$ cat src/tcw_pkg.sv
// Shared constants of the timer compare and waveform unit.
package tcw_pkg;

   // ----------------------------------------------------------------
   // Register byte offsets on the Wishbone bus.
   // ----------------------------------------------------------------
   localparam logic [7:0] TCW_ADDR_CTRL  = 8'h00;
   localparam logic [7:0] TCW_ADDR_COUNT = 8'h04;
   localparam logic [7:0] TCW_ADDR_CMPA  = 8'h08;
   localparam logic [7:0] TCW_ADDR_FLAGS = 8'h0c;
   localparam logic [7:0] TCW_ADDR_FORCE = 8'h10;
   localparam logic [7:0] TCW_ADDR_PORT  = 8'h14;

   // ----------------------------------------------------------------
   // Field positions.
   // ----------------------------------------------------------------
   localparam int TCW_CTRL_ACT_LSB  = 0;
   localparam int TCW_CTRL_MODE_LSB = 2;
   localparam int TCW_CTRL_CLK_LSB  = 5;
   localparam int TCW_FLAG_OVF_BIT  = 0;
   localparam int TCW_FLAG_CMP_BIT  = 1;
   localparam int TCW_FLAG_WAVE_BIT = 2;
   localparam int TCW_FORCE_BIT     = 0;
   localparam int TCW_PORT_OUT_BIT  = 0;
   localparam int TCW_PORT_DIR_BIT  = 1;

   // ----------------------------------------------------------------
   // Reset values.
   // ----------------------------------------------------------------
   localparam logic [7:0] TCW_CTRL_RST  = 8'h00;
   localparam logic [7:0] TCW_COUNT_RST = 8'h00;
   localparam logic [7:0] TCW_CMPA_RST  = 8'h00;
   localparam logic [1:0] TCW_PORT_RST  = 2'h0;

   // ----------------------------------------------------------------
   // Waveform modes, output actions and count limits.
   // ----------------------------------------------------------------
   localparam logic [2:0] TCW_MODE_NORMAL   = 3'h0;
   localparam logic [2:0] TCW_MODE_CLEAR    = 3'h2;
   localparam logic [2:0] TCW_MODE_FAST_MAX = 3'h3;
   localparam logic [2:0] TCW_MODE_FAST_CMP = 3'h7;
   localparam logic [1:0] TCW_ACT_OFF       = 2'h0;
   localparam logic [1:0] TCW_ACT_TOGGLE    = 2'h1;
   localparam logic [1:0] TCW_ACT_CLEAR     = 2'h2;
   localparam logic [1:0] TCW_ACT_SET       = 2'h3;
   localparam logic [7:0] TCW_MAX           = 8'hff;
   localparam logic [7:0] TCW_BOTTOM        = 8'h00;

   // ----------------------------------------------------------------
   // Prescaler: last value of the divider count for each clock select.
   // ----------------------------------------------------------------
   localparam logic [2:0] TCW_CLK_STOP   = 3'h0;
   localparam logic [9:0] TCW_DIV1_LAST    = 10'h000;
   localparam logic [9:0] TCW_DIV8_LAST    = 10'h007;
   localparam logic [9:0] TCW_DIV32_LAST   = 10'h01f;
   localparam logic [9:0] TCW_DIV64_LAST   = 10'h03f;
   localparam logic [9:0] TCW_DIV128_LAST  = 10'h07f;
   localparam logic [9:0] TCW_DIV256_LAST  = 10'h0ff;
   localparam logic [9:0] TCW_DIV1024_LAST = 10'h3ff;

endpackage

$ cat src/tcw_timer.sv
// Timer compare unit with waveform modes and port pin override.
//
// How it works
// - A nonzero output action selects the waveform register onto the pin.
// - Pin direction bit alone decides whether the pin is driven.
// - Override choice looks only at the output action, never the mode.
// - Waveform register can be preset while the pin is still an input.
// - Output action zero leaves the waveform register untouched on match.
// - A new output action applies from the next compare match onward.
// - In non-PWM modes the force strobe applies the action at once.
// - Count sequence depends on mode only; action only shapes the output.
// - Mode 0 always counts up and wraps from 0xFF to 0x00.
// - Normal mode raises overflow as the count becomes zero.
// - Hardware only sets the overflow flag; software clears it.
// - Mode 2 clears the counter when it equals compare A.
// - In clear mode the compare A flag rises at each top.
// - Compare A is unbuffered in clear mode; a low write misses.
// - Clear mode with action 1 toggles output A on each match.
// - Compare zero, no prescale, toggle gives half the clock rate.
// - Clear mode raises overflow when passing from maximum to 0x00.
// - Modes 3 and 7 count up to 0xFF or compare A, then restart.
// - Fast PWM clears the counter after top and raises overflow there.
// - Fast PWM action 2 clears on match, sets at bottom; 3 inverts.
// - Fast PWM gives a spike at compare zero, constant level at max.
// - Fast PWM action 1 in mode 7 toggles on each compare match.
// - Compare flag rises one timer tick after the count equals compare.
// - In PWM modes compare writes are buffered until the top.
// - A counter write blocks any compare match on the next tick.
`timescale 1ns/1ps

module tcw_timer
   import tcw_pkg::*;
(
   // Clock and reset.
   input  wire logic        clk_i,
   input  wire logic        rst_i,
   // Wishbone slave.
   input  wire logic        cyc_i,
   input  wire logic        stb_i,
   input  wire logic        we_i,
   input  wire logic [7:0]  adr_i,
   input  wire logic [3:0]  sel_i,
   input  wire logic [31:0] dat_i,
   output logic      [31:0] dat_o,
   output logic             ack_o,
   // Port pin.
   output logic             pin_o,
   output logic             pin_oe_n_o,
   // Internal state for observation.
   output logic             waveform_out_a_o,
   output logic             overflow_flag_o,
   output logic             compare_flag_a_o
);

   // ----------------------------------------------------------------
   // Declarations.
   // ----------------------------------------------------------------
   logic [7:0]  ctrl_reg, count_value_reg, compare_buf_reg;
   logic [7:0]  compare_value_a_reg, top_value;
   logic        block_reg, port_out_reg, pin_direction_bit_reg;
   logic [9:0]  pre_count_reg, div_last;
   logic [1:0]  output_action_select_a;
   logic [2:0]  waveform_mode_select, clk_sel;
   logic        is_fast, is_nonpwm, at_top, match, tick;
   logic        bus_take, bus_wr, wr_ctrl, wr_count, wr_cmpa;
   logic        wr_flags, wr_force, wr_port;
   logic        ovf_set, cmp_set, override;
   logic [31:0] rd_next;
   // ----------------------------------------------------------------
   // Control decode.
   // ----------------------------------------------------------------
   // Mode and action fields are split out of the control register.
   assign output_action_select_a = ctrl_reg[TCW_CTRL_ACT_LSB +: 2];
   assign waveform_mode_select   = ctrl_reg[TCW_CTRL_MODE_LSB +: 3];
   assign clk_sel                = ctrl_reg[TCW_CTRL_CLK_LSB +: 3];
   assign is_fast   = (waveform_mode_select == TCW_MODE_FAST_MAX) ||
                      (waveform_mode_select == TCW_MODE_FAST_CMP);
   assign is_nonpwm = (waveform_mode_select == TCW_MODE_NORMAL) ||
                      (waveform_mode_select == TCW_MODE_CLEAR);
   // Top of the count and the comparator; a pending block masks a match.
   assign top_value = (waveform_mode_select == TCW_MODE_FAST_CMP) ?
                      compare_value_a_reg : TCW_MAX;
   assign at_top    = is_fast && (count_value_reg == top_value);
   assign match     = (count_value_reg == compare_value_a_reg) &&
                      !block_reg;
   // ----------------------------------------------------------------
   // Bus decode.
   // ----------------------------------------------------------------
   // A request is taken once; ack follows on the next edge.
   assign bus_take = cyc_i && stb_i && !ack_o;
   assign bus_wr   = bus_take && we_i && sel_i[0];
   assign wr_ctrl  = bus_wr && (adr_i == TCW_ADDR_CTRL);
   assign wr_count = bus_wr && (adr_i == TCW_ADDR_COUNT);
   assign wr_cmpa  = bus_wr && (adr_i == TCW_ADDR_CMPA);
   assign wr_flags = bus_wr && (adr_i == TCW_ADDR_FLAGS);
   assign wr_force = bus_wr && (adr_i == TCW_ADDR_FORCE) &&
                     dat_i[TCW_FORCE_BIT];
   assign wr_port  = bus_wr && (adr_i == TCW_ADDR_PORT);
   // Read data selection; unmapped offsets read as zero.
   always_comb begin
      rd_next = 32'h0000_0000;
      case (adr_i)
         TCW_ADDR_CTRL:  rd_next[7:0] = ctrl_reg;
         TCW_ADDR_COUNT: rd_next[7:0] = count_value_reg;
         TCW_ADDR_CMPA:  rd_next[7:0] = compare_buf_reg;
         TCW_ADDR_FLAGS: begin
            rd_next[TCW_FLAG_OVF_BIT]  = overflow_flag_o;
            rd_next[TCW_FLAG_CMP_BIT]  = compare_flag_a_o;
            rd_next[TCW_FLAG_WAVE_BIT] = waveform_out_a_o;
         end
         TCW_ADDR_PORT: begin
            rd_next[TCW_PORT_OUT_BIT] = port_out_reg;
            rd_next[TCW_PORT_DIR_BIT] = pin_direction_bit_reg;
         end
         default: rd_next = 32'h0000_0000;
      endcase
   end
   // Ack pulses one cycle per request; read data is captured with it.
   always_ff @(posedge clk_i) begin
      if (rst_i) begin
         ack_o <= 1'b0;
         dat_o <= 32'h0000_0000;
      end else begin
         ack_o <= bus_take;
         if (bus_take && !we_i) begin
            dat_o <= rd_next;
         end
      end
   end
   // Software-held control and port registers.
   always_ff @(posedge clk_i) begin
      if (rst_i) begin
         ctrl_reg              <= TCW_CTRL_RST;
         port_out_reg          <= TCW_PORT_RST[TCW_PORT_OUT_BIT];
         pin_direction_bit_reg <= TCW_PORT_RST[TCW_PORT_DIR_BIT];
      end else begin
         if (wr_ctrl) begin
            ctrl_reg <= dat_i[7:0];
         end
         if (wr_port) begin
            port_out_reg          <= dat_i[TCW_PORT_OUT_BIT];
            pin_direction_bit_reg <= dat_i[TCW_PORT_DIR_BIT];
         end
      end
   end
   // ----------------------------------------------------------------
   // Prescaler.
   // ----------------------------------------------------------------
   // Divider end value for the selected clock source.
   always_comb begin
      case (clk_sel)
         3'h1:    div_last = TCW_DIV1_LAST;
         3'h2:    div_last = TCW_DIV8_LAST;
         3'h3:    div_last = TCW_DIV32_LAST;
         3'h4:    div_last = TCW_DIV64_LAST;
         3'h5:    div_last = TCW_DIV128_LAST;
         3'h6:    div_last = TCW_DIV256_LAST;
         3'h7:    div_last = TCW_DIV1024_LAST;
         default: div_last = TCW_DIV1_LAST;
      endcase
   end
   // Tick enable; a stopped clock select holds the divider at zero.
   assign tick = (clk_sel != TCW_CLK_STOP) &&
                 (pre_count_reg == div_last);
   always_ff @(posedge clk_i) begin
      if (rst_i || (clk_sel == TCW_CLK_STOP)) begin
         pre_count_reg <= 10'h000;
      end else if (pre_count_reg >= div_last) begin
         pre_count_reg <= 10'h000;
      end else begin
         pre_count_reg <= pre_count_reg + 10'h001;
      end
   end
   // ----------------------------------------------------------------
   // Counter.
   // ----------------------------------------------------------------
   // A bus write wins over counting; the next step depends on mode only.
   always_ff @(posedge clk_i) begin
      if (rst_i) begin
         count_value_reg <= TCW_COUNT_RST;
      end else if (wr_count) begin
         count_value_reg <= dat_i[7:0];
      end else if (tick) begin
         if ((waveform_mode_select == TCW_MODE_CLEAR) && match) begin
            count_value_reg <= TCW_BOTTOM;
         end else if (at_top) begin
            count_value_reg <= TCW_BOTTOM;
         end else begin
            // Plain increment wraps from maximum to zero.
            count_value_reg <= count_value_reg + 8'h01;
         end
      end
   end
   // A counter write arms the block until the next tick, even if stopped.
   always_ff @(posedge clk_i) begin
      if (rst_i) begin
         block_reg <= 1'b0;
      end else if (wr_count) begin
         block_reg <= 1'b1;
      end else if (tick) begin
         block_reg <= 1'b0;
      end
   end
   // Compare A: direct in non-PWM modes, buffered until top in PWM.
   always_ff @(posedge clk_i) begin
      if (rst_i) begin
         compare_buf_reg     <= TCW_CMPA_RST;
         compare_value_a_reg <= TCW_CMPA_RST;
      end else begin
         if (wr_cmpa) begin
            compare_buf_reg <= dat_i[7:0];
         end
         if (wr_cmpa && !is_fast) begin
            compare_value_a_reg <= dat_i[7:0];
         end else if (tick && !wr_count && at_top) begin
            compare_value_a_reg <= compare_buf_reg;
         end
      end
   end
   // ----------------------------------------------------------------
   // Flags.
   // ----------------------------------------------------------------
   // Overflow: passing maximum in non-PWM, reaching top in fast PWM.
   assign ovf_set = tick && !wr_count &&
                    (is_fast ? at_top
                             : (count_value_reg == TCW_MAX));
   assign cmp_set = tick && !wr_count && match;
   // Flags are cleared by writing one; a same-cycle set wins.
   always_ff @(posedge clk_i) begin
      if (rst_i) begin
         overflow_flag_o  <= 1'b0;
         compare_flag_a_o <= 1'b0;
      end else begin
         if (ovf_set) begin
            overflow_flag_o <= 1'b1;
         end else if (wr_flags && dat_i[TCW_FLAG_OVF_BIT]) begin
            overflow_flag_o <= 1'b0;
         end
         if (cmp_set) begin
            compare_flag_a_o <= 1'b1;
         end else if (wr_flags && dat_i[TCW_FLAG_CMP_BIT]) begin
            compare_flag_a_o <= 1'b0;
         end
      end
   end
   // ----------------------------------------------------------------
   // Waveform output register.
   // ----------------------------------------------------------------
   // The action field is read at the event itself, so a rewrite only
   // shows from the next match; the force strobe is the exception.
   always_ff @(posedge clk_i) begin
      if (rst_i) begin
         waveform_out_a_o <= 1'b0;
      end else if (is_nonpwm &&
                   (wr_force || (tick && !wr_count && match))) begin
         case (output_action_select_a)
            TCW_ACT_TOGGLE: waveform_out_a_o <= !waveform_out_a_o;
            TCW_ACT_CLEAR:  waveform_out_a_o <= 1'b0;
            TCW_ACT_SET:    waveform_out_a_o <= 1'b1;
            default:        waveform_out_a_o <= waveform_out_a_o;
         endcase
      end else if (tick && !wr_count && is_fast) begin
         // For actions 2 and 3 the top event wins over a match when compare equals top; toggle acts on the match in mode 7 only.
         case (output_action_select_a)
            TCW_ACT_TOGGLE: begin
               if ((waveform_mode_select == TCW_MODE_FAST_CMP) && match) begin
                  waveform_out_a_o <= !waveform_out_a_o;
               end
            end
            TCW_ACT_CLEAR: begin
               if (at_top) begin
                  waveform_out_a_o <= 1'b1;
               end else if (match) begin
                  waveform_out_a_o <= 1'b0;
               end
            end
            TCW_ACT_SET: begin
               if (at_top) begin
                  waveform_out_a_o <= 1'b0;
               end else if (match) begin
                  waveform_out_a_o <= 1'b1;
               end
            end
            default: waveform_out_a_o <= waveform_out_a_o;
         endcase
      end
   end
   // ----------------------------------------------------------------
   // Pin override.
   // ----------------------------------------------------------------
   // Override depends on the action field alone; direction stays with
   // the direction bit, so a preset level appears when it is enabled.
   assign override = (output_action_select_a != TCW_ACT_OFF);
   always_ff @(posedge clk_i) begin
      if (rst_i) begin
         pin_o      <= 1'b0;
         pin_oe_n_o <= 1'b1;
      end else begin
         pin_o      <= override ? waveform_out_a_o : port_out_reg;
         pin_oe_n_o <= !pin_direction_bit_reg;
      end
   end
   // ----------------------------------------------------------------
   // Assertions.
   // ----------------------------------------------------------------
   // Pin level follows the selected source one cycle later.
   property p_pin_source;
      @(posedge clk_i) disable iff (rst_i)
      !$past(rst_i) |-> pin_o == ($past(override) ? $past(waveform_out_a_o)
                                               : $past(port_out_reg));
   endproperty
   a_pin_source: assert property (p_pin_source)
      else $error("pin does not follow the selected source");
   // Pin enable tracks the direction bit only.
   property p_pin_dir;
      @(posedge clk_i) disable iff (rst_i)
      wr_port ##1 1'b1 |=> pin_oe_n_o == !$past(dat_i[TCW_PORT_DIR_BIT], 2);
   endproperty
   a_pin_dir: assert property (p_pin_dir)
      else $error("pin enable does not follow direction bit");
   // Action zero keeps the waveform register steady.
   property p_act_off;
      @(posedge clk_i) disable iff (rst_i)
      (output_action_select_a == TCW_ACT_OFF) |=> $stable(waveform_out_a_o);
   endproperty
   a_act_off: assert property (p_act_off)
      else $error("waveform changed with action off");
   // Force with clear action in a non-PWM mode drives the register low.
   property p_force_clear;
      @(posedge clk_i) disable iff (rst_i)
      wr_force && is_nonpwm && (output_action_select_a == TCW_ACT_CLEAR)
      |=> !waveform_out_a_o;
   endproperty
   a_force_clear: assert property (p_force_clear)
      else $error("force strobe did not clear waveform");
   // Normal mode increments by one per tick.
   property p_normal_inc;
      @(posedge clk_i) disable iff (rst_i)
      tick && !wr_count && (waveform_mode_select == TCW_MODE_NORMAL)
      |=> count_value_reg == $past(count_value_reg) + 8'h01;
   endproperty
   a_normal_inc: assert property (p_normal_inc)
      else $error("normal mode did not increment");
   // Wrap from maximum raises overflow with the zero count.
   property p_wrap_ovf;
      @(posedge clk_i) disable iff (rst_i)
      tick && !wr_count && is_nonpwm && (count_value_reg == TCW_MAX)
      |=> overflow_flag_o && (count_value_reg == TCW_BOTTOM);
   endproperty
   a_wrap_ovf: assert property (p_wrap_ovf)
      else $error("overflow missing at wrap");
   // Overflow falls only by a software clear.
   property p_ovf_sticky;
      @(posedge clk_i) disable iff (rst_i)
      overflow_flag_o && !(wr_flags && dat_i[TCW_FLAG_OVF_BIT])
      |=> overflow_flag_o;
   endproperty
   a_ovf_sticky: assert property (p_ovf_sticky)
      else $error("overflow cleared without software");
   // Clear mode match resets the counter and raises the compare flag.
   property p_clear_match;
      @(posedge clk_i) disable iff (rst_i)
      tick && !wr_count && match &&
      (waveform_mode_select == TCW_MODE_CLEAR)
      |=> (count_value_reg == TCW_BOTTOM) && compare_flag_a_o;
   endproperty
   a_clear_match: assert property (p_clear_match)
      else $error("clear mode match not handled");
   // Fast PWM at top goes to bottom with overflow.
   property p_fast_top;
      @(posedge clk_i) disable iff (rst_i)
      tick && !wr_count && at_top
      |=> (count_value_reg == TCW_BOTTOM) && overflow_flag_o;
   endproperty
   a_fast_top: assert property (p_fast_top)
      else $error("fast PWM top not handled");
   // In fast PWM the active compare changes only at a top tick.
   property p_buffered;
      @(posedge clk_i) disable iff (rst_i)
      $past(is_fast) && is_fast && $changed(compare_value_a_reg)
      |-> $past(tick && at_top);
   endproperty
   a_buffered: assert property (p_buffered)
      else $error("compare changed away from top");
   // A pending block keeps the compare flag from rising.
   property p_block;
      @(posedge clk_i) disable iff (rst_i)
      block_reg && tick && !compare_flag_a_o |=> !compare_flag_a_o;
   endproperty
   a_block: assert property (p_block)
      else $error("blocked compare match set flag");
endmodule // tcw_timer

$ cat config.mk
export PLATFORM = sky130hd
export DESIGN_NAME = tcw_timer
export DESIGN_NICKNAME = d
export VERILOG_FILES = /design/src/tcw_pkg.sv /design/src/tcw_timer.sv
export SDC_FILE = /design/constraint.sdc
export NUM_CORES = 1
export LEC_CHECK = 0
export BUFFER_PORTS_ARGS = -buffer_cell sky130_fd_sc_hd__buf_2
export CORE_UTILIZATION = 58
export CTS_CLUSTER_DIAMETER = 50
export DETAILED_ROUTE_END_ITERATION = 10
export PLACE_DENSITY_LB_ADDON = 0.25
export SYNTH_ARGS = -nofsm -noshare
export SYNTH_HDL_FRONTEND = slang
export SYNTH_SLANG_ARGS = --single-unit
$ cat constraint.sdc
create_clock -name clk_i -period 6.78 [get_ports clk_i]
set_input_delay 1.356 -clock clk_i [delete_from_list [all_inputs] [get_ports clk_i]]
set_output_delay 1.356 -clock clk_i [all_outputs]
set_load 0.01 [all_outputs]
[Word-level counts from Yosys, hierarchy flattened]
Index checks and enable logic that the tools add are counted.
Storage, ports and cells
  register bits after elaboration: 59
  bits of input ports: 49
  output and inout bits: 38
  logic and storage cells: 120
Cells by class
  $add $sub $neg: 2
  $lt $le $gt $ge: 1
  eq/ne operators: 24
  muxes and demuxes: 28
  reduce and logical (&&, ||, !) cells: 50
Operators by type and width (number)
  10-bit one-hot mux with 6 select lines: 1
  8-bit two-way mux: 7
  1-bit logical AND: 26
  8-bit by 4-bit == test with 1-bit output (second input constant): 2
  8-bit by 5-bit == test with 1-bit output (second input constant): 2
  8-bit == test: 2
  3-bit == test (second input constant): 5
  1-bit two-way mux: 15
  5-bit one-hot mux with 3 select lines: 1
  3-bit by 2-bit == test with 1-bit output (second input constant): 4
  2-bit nonzero test: 6
  10-bit by 1-bit adder with 10-bit output (second input constant): 1
  10-bit == test: 1
  10-bit greater-or-equal comparator: 1
  2-bit one-hot mux with 5 select lines: 1
  8-bit by 1-bit adder with 8-bit output (second input constant): 1
  8-bit by 3-bit == test with 1-bit output (second input constant): 1
  8-bit == test (second input constant): 1
  8-bit logical NOT: 1
  4-bit != test (second input constant): 2
  1-bit logical NOT: 7
  3-bit logical NOT: 2
  1-bit one-hot mux with 3 select lines: 2
  3-bit nonzero test: 2
  other kinds (7): 11

[Depth between registers and ports, before layout]
Gate-level depths: netlist of run 1.
  word-level depth: 12
  mapped depth: 12
  depth with buffers taken out: 10

[Worst setup path after synthesis of run 1]
No wires, ideal clock.
  path type: input to register
  start: in adr_i[1]
  end: reg compare_value_a_reg[7]
  setup time: 86 ps
  arrival: 3314 ps
  slack: 3380 ps
  stages: 8
  buffers on the path: 2
  path through: or2_2 > dlygate4sd2_1 > nor4_2 > nand2_1 > nor2_4 > nand2_1 > clkbuf_1 > a211oi_1
On the way
  longest elaborated chain between the ends: 6
  elaborated cells between the ends (all ways): 10
  classes of those cells: 2 x eq/ne; 1 x mux; 7 x reduce/logical
Ends and longest elaborated chain
  start: declaration: line tcw_timer.sv:41  | input wire logic [7:0] adr_i,
  8-bit by 3-bit == test with 1-bit output: line tcw_timer.sv:93  | assign wr_count = bus_wr && (adr_i == TCW_ADDR_COUNT);
  1-bit logical AND: line tcw_timer.sv:93
  1-bit logical NOT: line tcw_timer.sv:215  | end else if (tick && !wr_count && at_top) begin
  1-bit logical AND (2 in series): line tcw_timer.sv:215
  2-bit nonzero test (no line)
  end signal: assignment: line tcw_timer.sv:214  | compare_value_a_reg <= dat_i[7:0];
  end signal: assignment: line tcw_timer.sv:216  | compare_value_a_reg <= compare_buf_reg;
  end: declaration: line tcw_timer.sv:59  | logic [7:0] compare_value_a_reg, top_value;
Parallel ways exist; a longest one is shown, timed or not.
A chain may end at the register's enable or synchronous reset.

[Worst setup path after layout of run 1]
  start: in adr_i[4]
  end: reg count_value_reg[0]
On the way
  longest elaborated chain between the ends: 3
  elaborated cells between the ends (all ways): 4
  classes of those cells: 1 x eq/ne; 1 x mux; 2 x reduce/logical
Ends and longest elaborated chain
  8-bit by 3-bit == test with 1-bit output (*): line tcw_timer.sv:93
  1-bit logical AND (*): line tcw_timer.sv:93
  8-bit two-way mux / 2-bit nonzero test (equally long branches)
  end signal: assignment: line tcw_timer.sv:182  | count_value_reg <= dat_i[7:0];
  end signal: assignment: line tcw_timer.sv:190  | count_value_reg <= count_value_reg + 8'h01;
  end: declaration: line tcw_timer.sv:58  | logic [7:0] ctrl_reg, count_value_reg, compare_buf_reg;
Every way passes the cells marked *; elsewhere a longest branch is shown, timed or not.

==> impl_metrics.ini, run 1 <==
[status]
status = finished clean

[logic_synthesis]
syn_area_um2 = 3420
yosysMostFrequentCell = dfxtp_1
syn_inst = 407
async_flop_share_pct = 0
synth_seq_cells = 59
yosysTopAreaCellShare_pct = 34.5
syn_area_per_cell_um2 = 8.41
yosys.cell_types.count = 52
synth_edf_count = 0
ys_warn_count = 0
synth_area_leader_cell = dfxtp_1
synthFlopType = dfxtp_1
seq_area_frac_synth_pct = 34.5
ys_top_cells_by_count = dfxtp_1, nor2_1, mux2i_1, buf_4, nand2_1
ys_top_cells_by_area = dfxtp_1, mux2i_1, nor2_1

[clock_tree]
htreeDepth = 3
clkLatencyLatePin_ns = 0.34
cts_sinks = 59
path_clk_slew_ns = 0.07
post_cts_buffers = 0
cts_hold_buf = 0
cts_resized = 0
clockBufferDepth = 2
cts_made_buffers = 9
cts-root-buf = clkbuf_8
cts_tree = done

[routing]
topRoutingLayerUsed = met4
drc = 0
wl_per_cell_um = 15.3
dr_wl_met3_um = 484
wirelength_met1_um = 3470
postRouteWirelength_um = 7810
vias_per_cell = 5.87
drtIter0Drc = 192
vias = 2986
postRouteAntennaNets = 0
wl_met2_um = 3660
drt-pass1-iter-count = 6

[place]
hpwl_um = 5570
port_buffers = 35
gp_congestion = 0.940
dpl_cell_area_um2 = 3500

[timing]
max_slew_margin_pct = 19.8
finalSetupTns_ns = 0
hold_ws_ns = 0.415
worstMarginPinSlew_ns = 1.20
final_hold_viol_count = 0
finalSetupViolCount = 0
fmax_mhz = 265
clock_skew_ns = 0.0104
period_share_pct = 55.6
grt_setup_unrepaired = no
report.final.slew_viol_count = 0
min_period_ns = 3.77

[floorplan]
die_w_um = 78.8
io_pins = 87
start_util_pct = 61.1
std_cell_rows = 27
die_h_um = 78.8
die-area_um2 = 6220
core-area_um2 = 5610

[worst_setup_path]
reg2regPathDepth = 9
rrSetupSlack_ns = 3.26
required_ns = 6.97
endpoint_kind = register
criticalPathCategory = primary input to register
worstSetupStartpointType = primary input
cpMaxStageDelayCell = nor4_2
crit_fanout = 10
crit_family = simple AND/OR/NAND/NOR gates
crit_arrival_ns = 3.96
r2r_start = ctrl_reg[7]
slowest_delay_ns = 0.93
path_buf_inv = 1
crit_chain = buf_2, or4_4, nor4_2, or2_1, a311oi_1, mux2i_1, a21oi_1
timing.rr.end = count_value_reg[5]

[grt]
grt_use_total_pct = 26.6
grt_overflow = 0
grt_max_degree = 53
antenna_found_initial = 0
grt_pass1_vias = 2743
grt_pass1_wl_um = 12800

[pwr]
internal_power_mw = 0.533
p_leak_nw = 1.48
power.density_nw_per_um2 = 188
netSwitchingFraction_pct = 23.5
peakVddDrop_uv = 137
p_switching_mw = 0.163
power_frac_seq_pct = 49.9
p_clk_share_pct = 45.5
combPwrFrac_pct = 4.7
total_power_mw = 0.696

[finish]
drive_above_1_share_pct = 14.9
layout.nets = 493
fillers = 505
largest_register_ffs = 10
diodes = 0
area_growth_pct = 7.89
final_area_um2 = 3690
post-route-util_pct = 65.9

[hold_path]
worst_hold_startpoint = pin_direction_bit_reg
hold_depth = 1
holdPathEnd = pin_oe_n_o
hold_class = register to register

[run]
maxCapViolations = 0
[how the worst max path moves through the flow]
stage	from	endpoint	slack (ns)	depth (start not counted)
after floorplan	adr_i[1]	compare_value_a_reg[7]	3.38	8
after global placement	adr_i[4]	count_value_reg[0]	2.76	7
after detailed placement	adr_i[4]	count_value_reg[0]	2.75	7
after CTS	adr_i[4]	count_value_reg[0]	3.05	7
after global routing	adr_i[4]	count_value_reg[0]	2.92	7
final	adr_i[4]	count_value_reg[0]	3.01	7
[power groups by stage]
stage | Sequential, mW | Clock [mW] | Combinational (mW)
2_1_floorplan | 0.355 | 0 | 0.0309
3_3_place_gp | 0.355 | 0 | 0.0318
3_5_place_dp | 0.355 | 0 | 0.0320
4_1_cts | 0.347 | 0.321 | 0.0322
5_1_grt | 0.347 | 0.338 | 0.0356
6_report | 0.347 | 0.316 | 0.0326
[stage by stage]
stage          setup slack (ns)  instances
6_report                   3.01        509
5_1_grt                    2.92        509
2_1_floorplan              3.38        430
3_3_place_gp               2.76        493
4_1_cts                    3.05        509
3_5_place_dp               2.75        493
[metal layers]
layer,track usage [%],vias to the layer above
met5,0,-
met4,12.9,0
met3,7.13,20
met2,43.2,110
met1,32.5,1401
li1,-,1455
[layout by cell type, fill, tap and decap left out, drive strengths merged, types with 8 or more instances in the layout]
master	count
dfxtp	59
nor2	58
buf	35
mux2i	32
nand2	24
conb	24
a21oi	17
nand3	17
o21ai	17
inv	16
ha	12
nor2b	11
clkbuf	11
nor3	9
a211oi	8
[logic make-up after synthesis]
family	after synthesis	synth area share, %
AND/OR/NAND/NOR	159	24.1
AO/OA/AOI/OAI	73	14.2
buffers and inverters	60	9.79
flip-flops	59	34.5
multiplexers	34	10.7
adder cells (fa/ha/maj)	12	4.38
XOR/XNOR	9	2.30
other	1	0.110
[cell type report]
type / count / area, µm² / share of cell area (%)
sequential: 59 / 1180 / 32.0
inverter: 16 / 60.1 / 1.63
multi-input combinational: 311 / 1990 / 54.0
timing repair buffer: 35 / 175 / 4.74
tap: 72 / 90.1 / 2.44
clock buffer: 11 / 141 / 3.83
clock inverter: 5 / 52.6 / 1.42
Note: power is estimated with default switching activity, not from simulation.
==> run 2: changes to the inputs <==
--- a/config.mk
+++ b/config.mk
@@ -5,8 +5,9 @@
 export SDC_FILE = /design/constraint.sdc
 export NUM_CORES = 1
 export LEC_CHECK = 0
+export ABC_AREA = 1
 export BUFFER_PORTS_ARGS = -buffer_cell sky130_fd_sc_hd__buf_2
-export CORE_UTILIZATION = 58
+export CORE_UTILIZATION = 48
 export CTS_CLUSTER_DIAMETER = 50
 export DETAILED_ROUTE_END_ITERATION = 10
 export PLACE_DENSITY_LB_ADDON = 0.25
==> constraint.sdc (replaced) <==
create_clock -name clk_i -period 3.4 [get_ports clk_i]
set_input_delay 0.68 -clock clk_i [delete_from_list [all_inputs] [get_ports clk_i]]
set_output_delay 0.68 -clock clk_i [all_outputs]
set_load 0.01 [all_outputs]
==> run 2 against run 1 <==
Net effect: sequential cell count did not move; via count rose by 9.2%; critical path depth rose by 5; worst setup slack got worse by 2.0 ns; largest power group unchanged.
==> impl_metrics.ini, run 2 <==
[status]
status = finished clean

[pwr]
p_switching_mw = 0.319
p_clk_share_pct = 43.7
peakVddDrop_uv = 179
netSwitchingFraction_pct = 23.7
power_frac_seq_pct = 51.6
total_power_mw = 1.35
p_leak_nw = 1.81
power.density_nw_per_um2 = 351
combPwrFrac_pct = 4.8
internal_power_mw = 1.03

[routing]
drt-pass1-iter-count = 5
drc = 0
wl_per_cell_um = 13.0
postRouteWirelength_um = 8290
vias_per_cell = 5.11
vias = 3262
drtIter0Drc = 241
postRouteAntennaNets = 0

[timing]
grt_setup_unrepaired = no
worstMarginPinSlew_ns = 0.586
finalSetupViolCount = 0
clock_skew_ns = 0.0123
min_period_ns = 2.39
fmax_mhz = 418
final.setup.worst_slack_ns = 1.01
report.final.slew_viol_count = 0
period_share_pct = 70.4
final_hold_viol_count = 0
max_slew_margin_pct = 60.9
finalSetupTns_ns = 0

[grt]
grt_use_total_pct = 24.1
grt_max_degree = 20
grt_util_met2_pct = 37.4
grt_overflow = 0
use_met1_pct = 32.9
antenna_found_initial = 0
grt_pass1_wl_um = 14000
gr-usage-met3_pct = 4.08
grt_pass1_vias = 2997
top_usage_layer = met2

[logic_synthesis]
ys_top_cells_by_count = nand2_1, dfxtp_1, inv_1, a21oi_1, nor2_1
synth_edf_count = 0
syn_area_per_cell_um2 = 6.97
synth_area_leader_cell = dfxtp_1
yosysMostFrequentCell = nand2_1
async_flop_share_pct = 0
syn_area_um2 = 3480
synth_seq_cells = 59
yosysTopAreaCellShare_pct = 34.0
seq_area_frac_synth_pct = 34.0
synthFlopType = dfxtp_1
syn_inst = 499
ys_top_cells_by_area = dfxtp_1, nand2_1, a21oi_1
yosys.cell_types.count = 42
ys_warn_count = 0

[clock_tree]
htreeDepth = 3
cts_sinks = 59
cts_tree = done
clkLatencyLatePin_ns = 0.34
cts_hold_buf = 0
cts_made_buffers = 9
cts-root-buf = clkbuf_8
post_cts_buffers = 0
clockBufferDepth = 2
path_clk_slew_ns = 0.06
cts_resized = 0

[place]
dp_slack_ns = 0.862
gp_congestion = 0.930
dp_cells = 623
hpwl_um = 6320
port_buffers = 35

[floorplan]
die_w_um = 87.1
die_h_um = 87.1
std_cell_rows = 30
core-area_um2 = 6910
io_pins = 87
start_util_pct = 50.4
die-area_um2 = 7590

[finish]
layout.nets = 599
diodes = 0
final_common_cell = nand2_1
area_growth_pct = 10.4
drive_above_1_share_pct = 16.6
largest_register_ffs = 10
post-route-util_pct = 55.6
stdcell_count = 638
mostFrequentLayoutCells = nand2_1, inv_1, dfxtp_1

[worst_setup_path]
crit_fanout = 8
worstSetupStartpointType = register
criticalPathCategory = register to register
required_ns = 3.67
crit_arrival_ns = 2.67
endpoint_kind = register

[run]
maxCapViolations = 0

[hold_path]
hold_class = register to register
run 2: metal layers:
layer  wire [µm]  share of wire, %
met5           0                 0
met4         145               1.7
met3         705               8.5
met2        3600                43
met1        3840                46
run 2: kinds of logic (layout without fill, tap and decap cells):
| family | Yosys count | after routing | share of synthesized area (%) |
|---|---|---|---|
| other | 1 | 24 | 0.108 |
| buffers and inverters | 102 | 122 | 13.8 |
| xor gates and xnor gates | 9 | 9 | 2.27 |
| and+or+nand+nor | 201 | 201 | 27.0 |
| adders and majority gates | 12 | 12 | 4.32 |
| AOI/OAI and AO/OA | 115 | 115 | 18.5 |
| DFF | 59 | 59 | 34.0 |
run 2: stage by stage:
step | instance area (µm²) | hold slack [ns]
2_1_floorplan | 3560 | 0.376
3_3_place_gp | 3660 | 0.415
6_report | 3840 | 0.441
5_1_grt | 3840 | 0.454
4_1_cts | 3840 | 0.439
3_5_place_dp | 3660 | 0.427
run 2: cell type report:
type | count | area [µm²]
timing repair buffer | 38 | 198
multi-input combinational | 361 | 1900
inverter | 69 | 262
clock buffer | 13 | 169
sequential | 59 | 1180
tap | 96 | 120
fill | 686 | 3070
clock inverter | 2 | 10.0
run 2: power by group through the flow:
stage                     sequential (mW)  combinational, mW  clock [mW]
after detailed placement            0.710             0.0629           0
after global placement              0.710             0.0623           0
final                               0.695             0.0641       0.589
after CTS                           0.695             0.0632       0.599
after global routing                0.694             0.0723       0.628
after floorplan                     0.711             0.0556           0
run 2: critical path, cell delays in order, from the launching register on:
cell and delay [ns]:
dfxtp_1 0.45, nand3_1 0.15, ha_1 0.32, nand2_1 0.06, nor2_1 0.14, nand2_1 0.09, nor2_2 0.15, nand3_2 0.19
inv_2 0.16, nand2_2 0.08, a31oi_4 0.30, a21oi_1 0.11, nor2_1 0.11
run 2: path summary, 6_finish.rpt:
| check | start | end | slack (ns) | cells after the start |
|---|---|---|---|---|
| min reg2reg | pin_direction_bit_reg | pin_oe_n_o | 0.44 | 1 |
| max reg2reg | ctrl_reg[6] | count_value_reg[4] | 1.01 | 12 |
| min | pin_direction_bit_reg | pin_oe_n_o | 0.44 | 1 |
| max | ctrl_reg[6] | count_value_reg[4] | 1.01 | 12 |
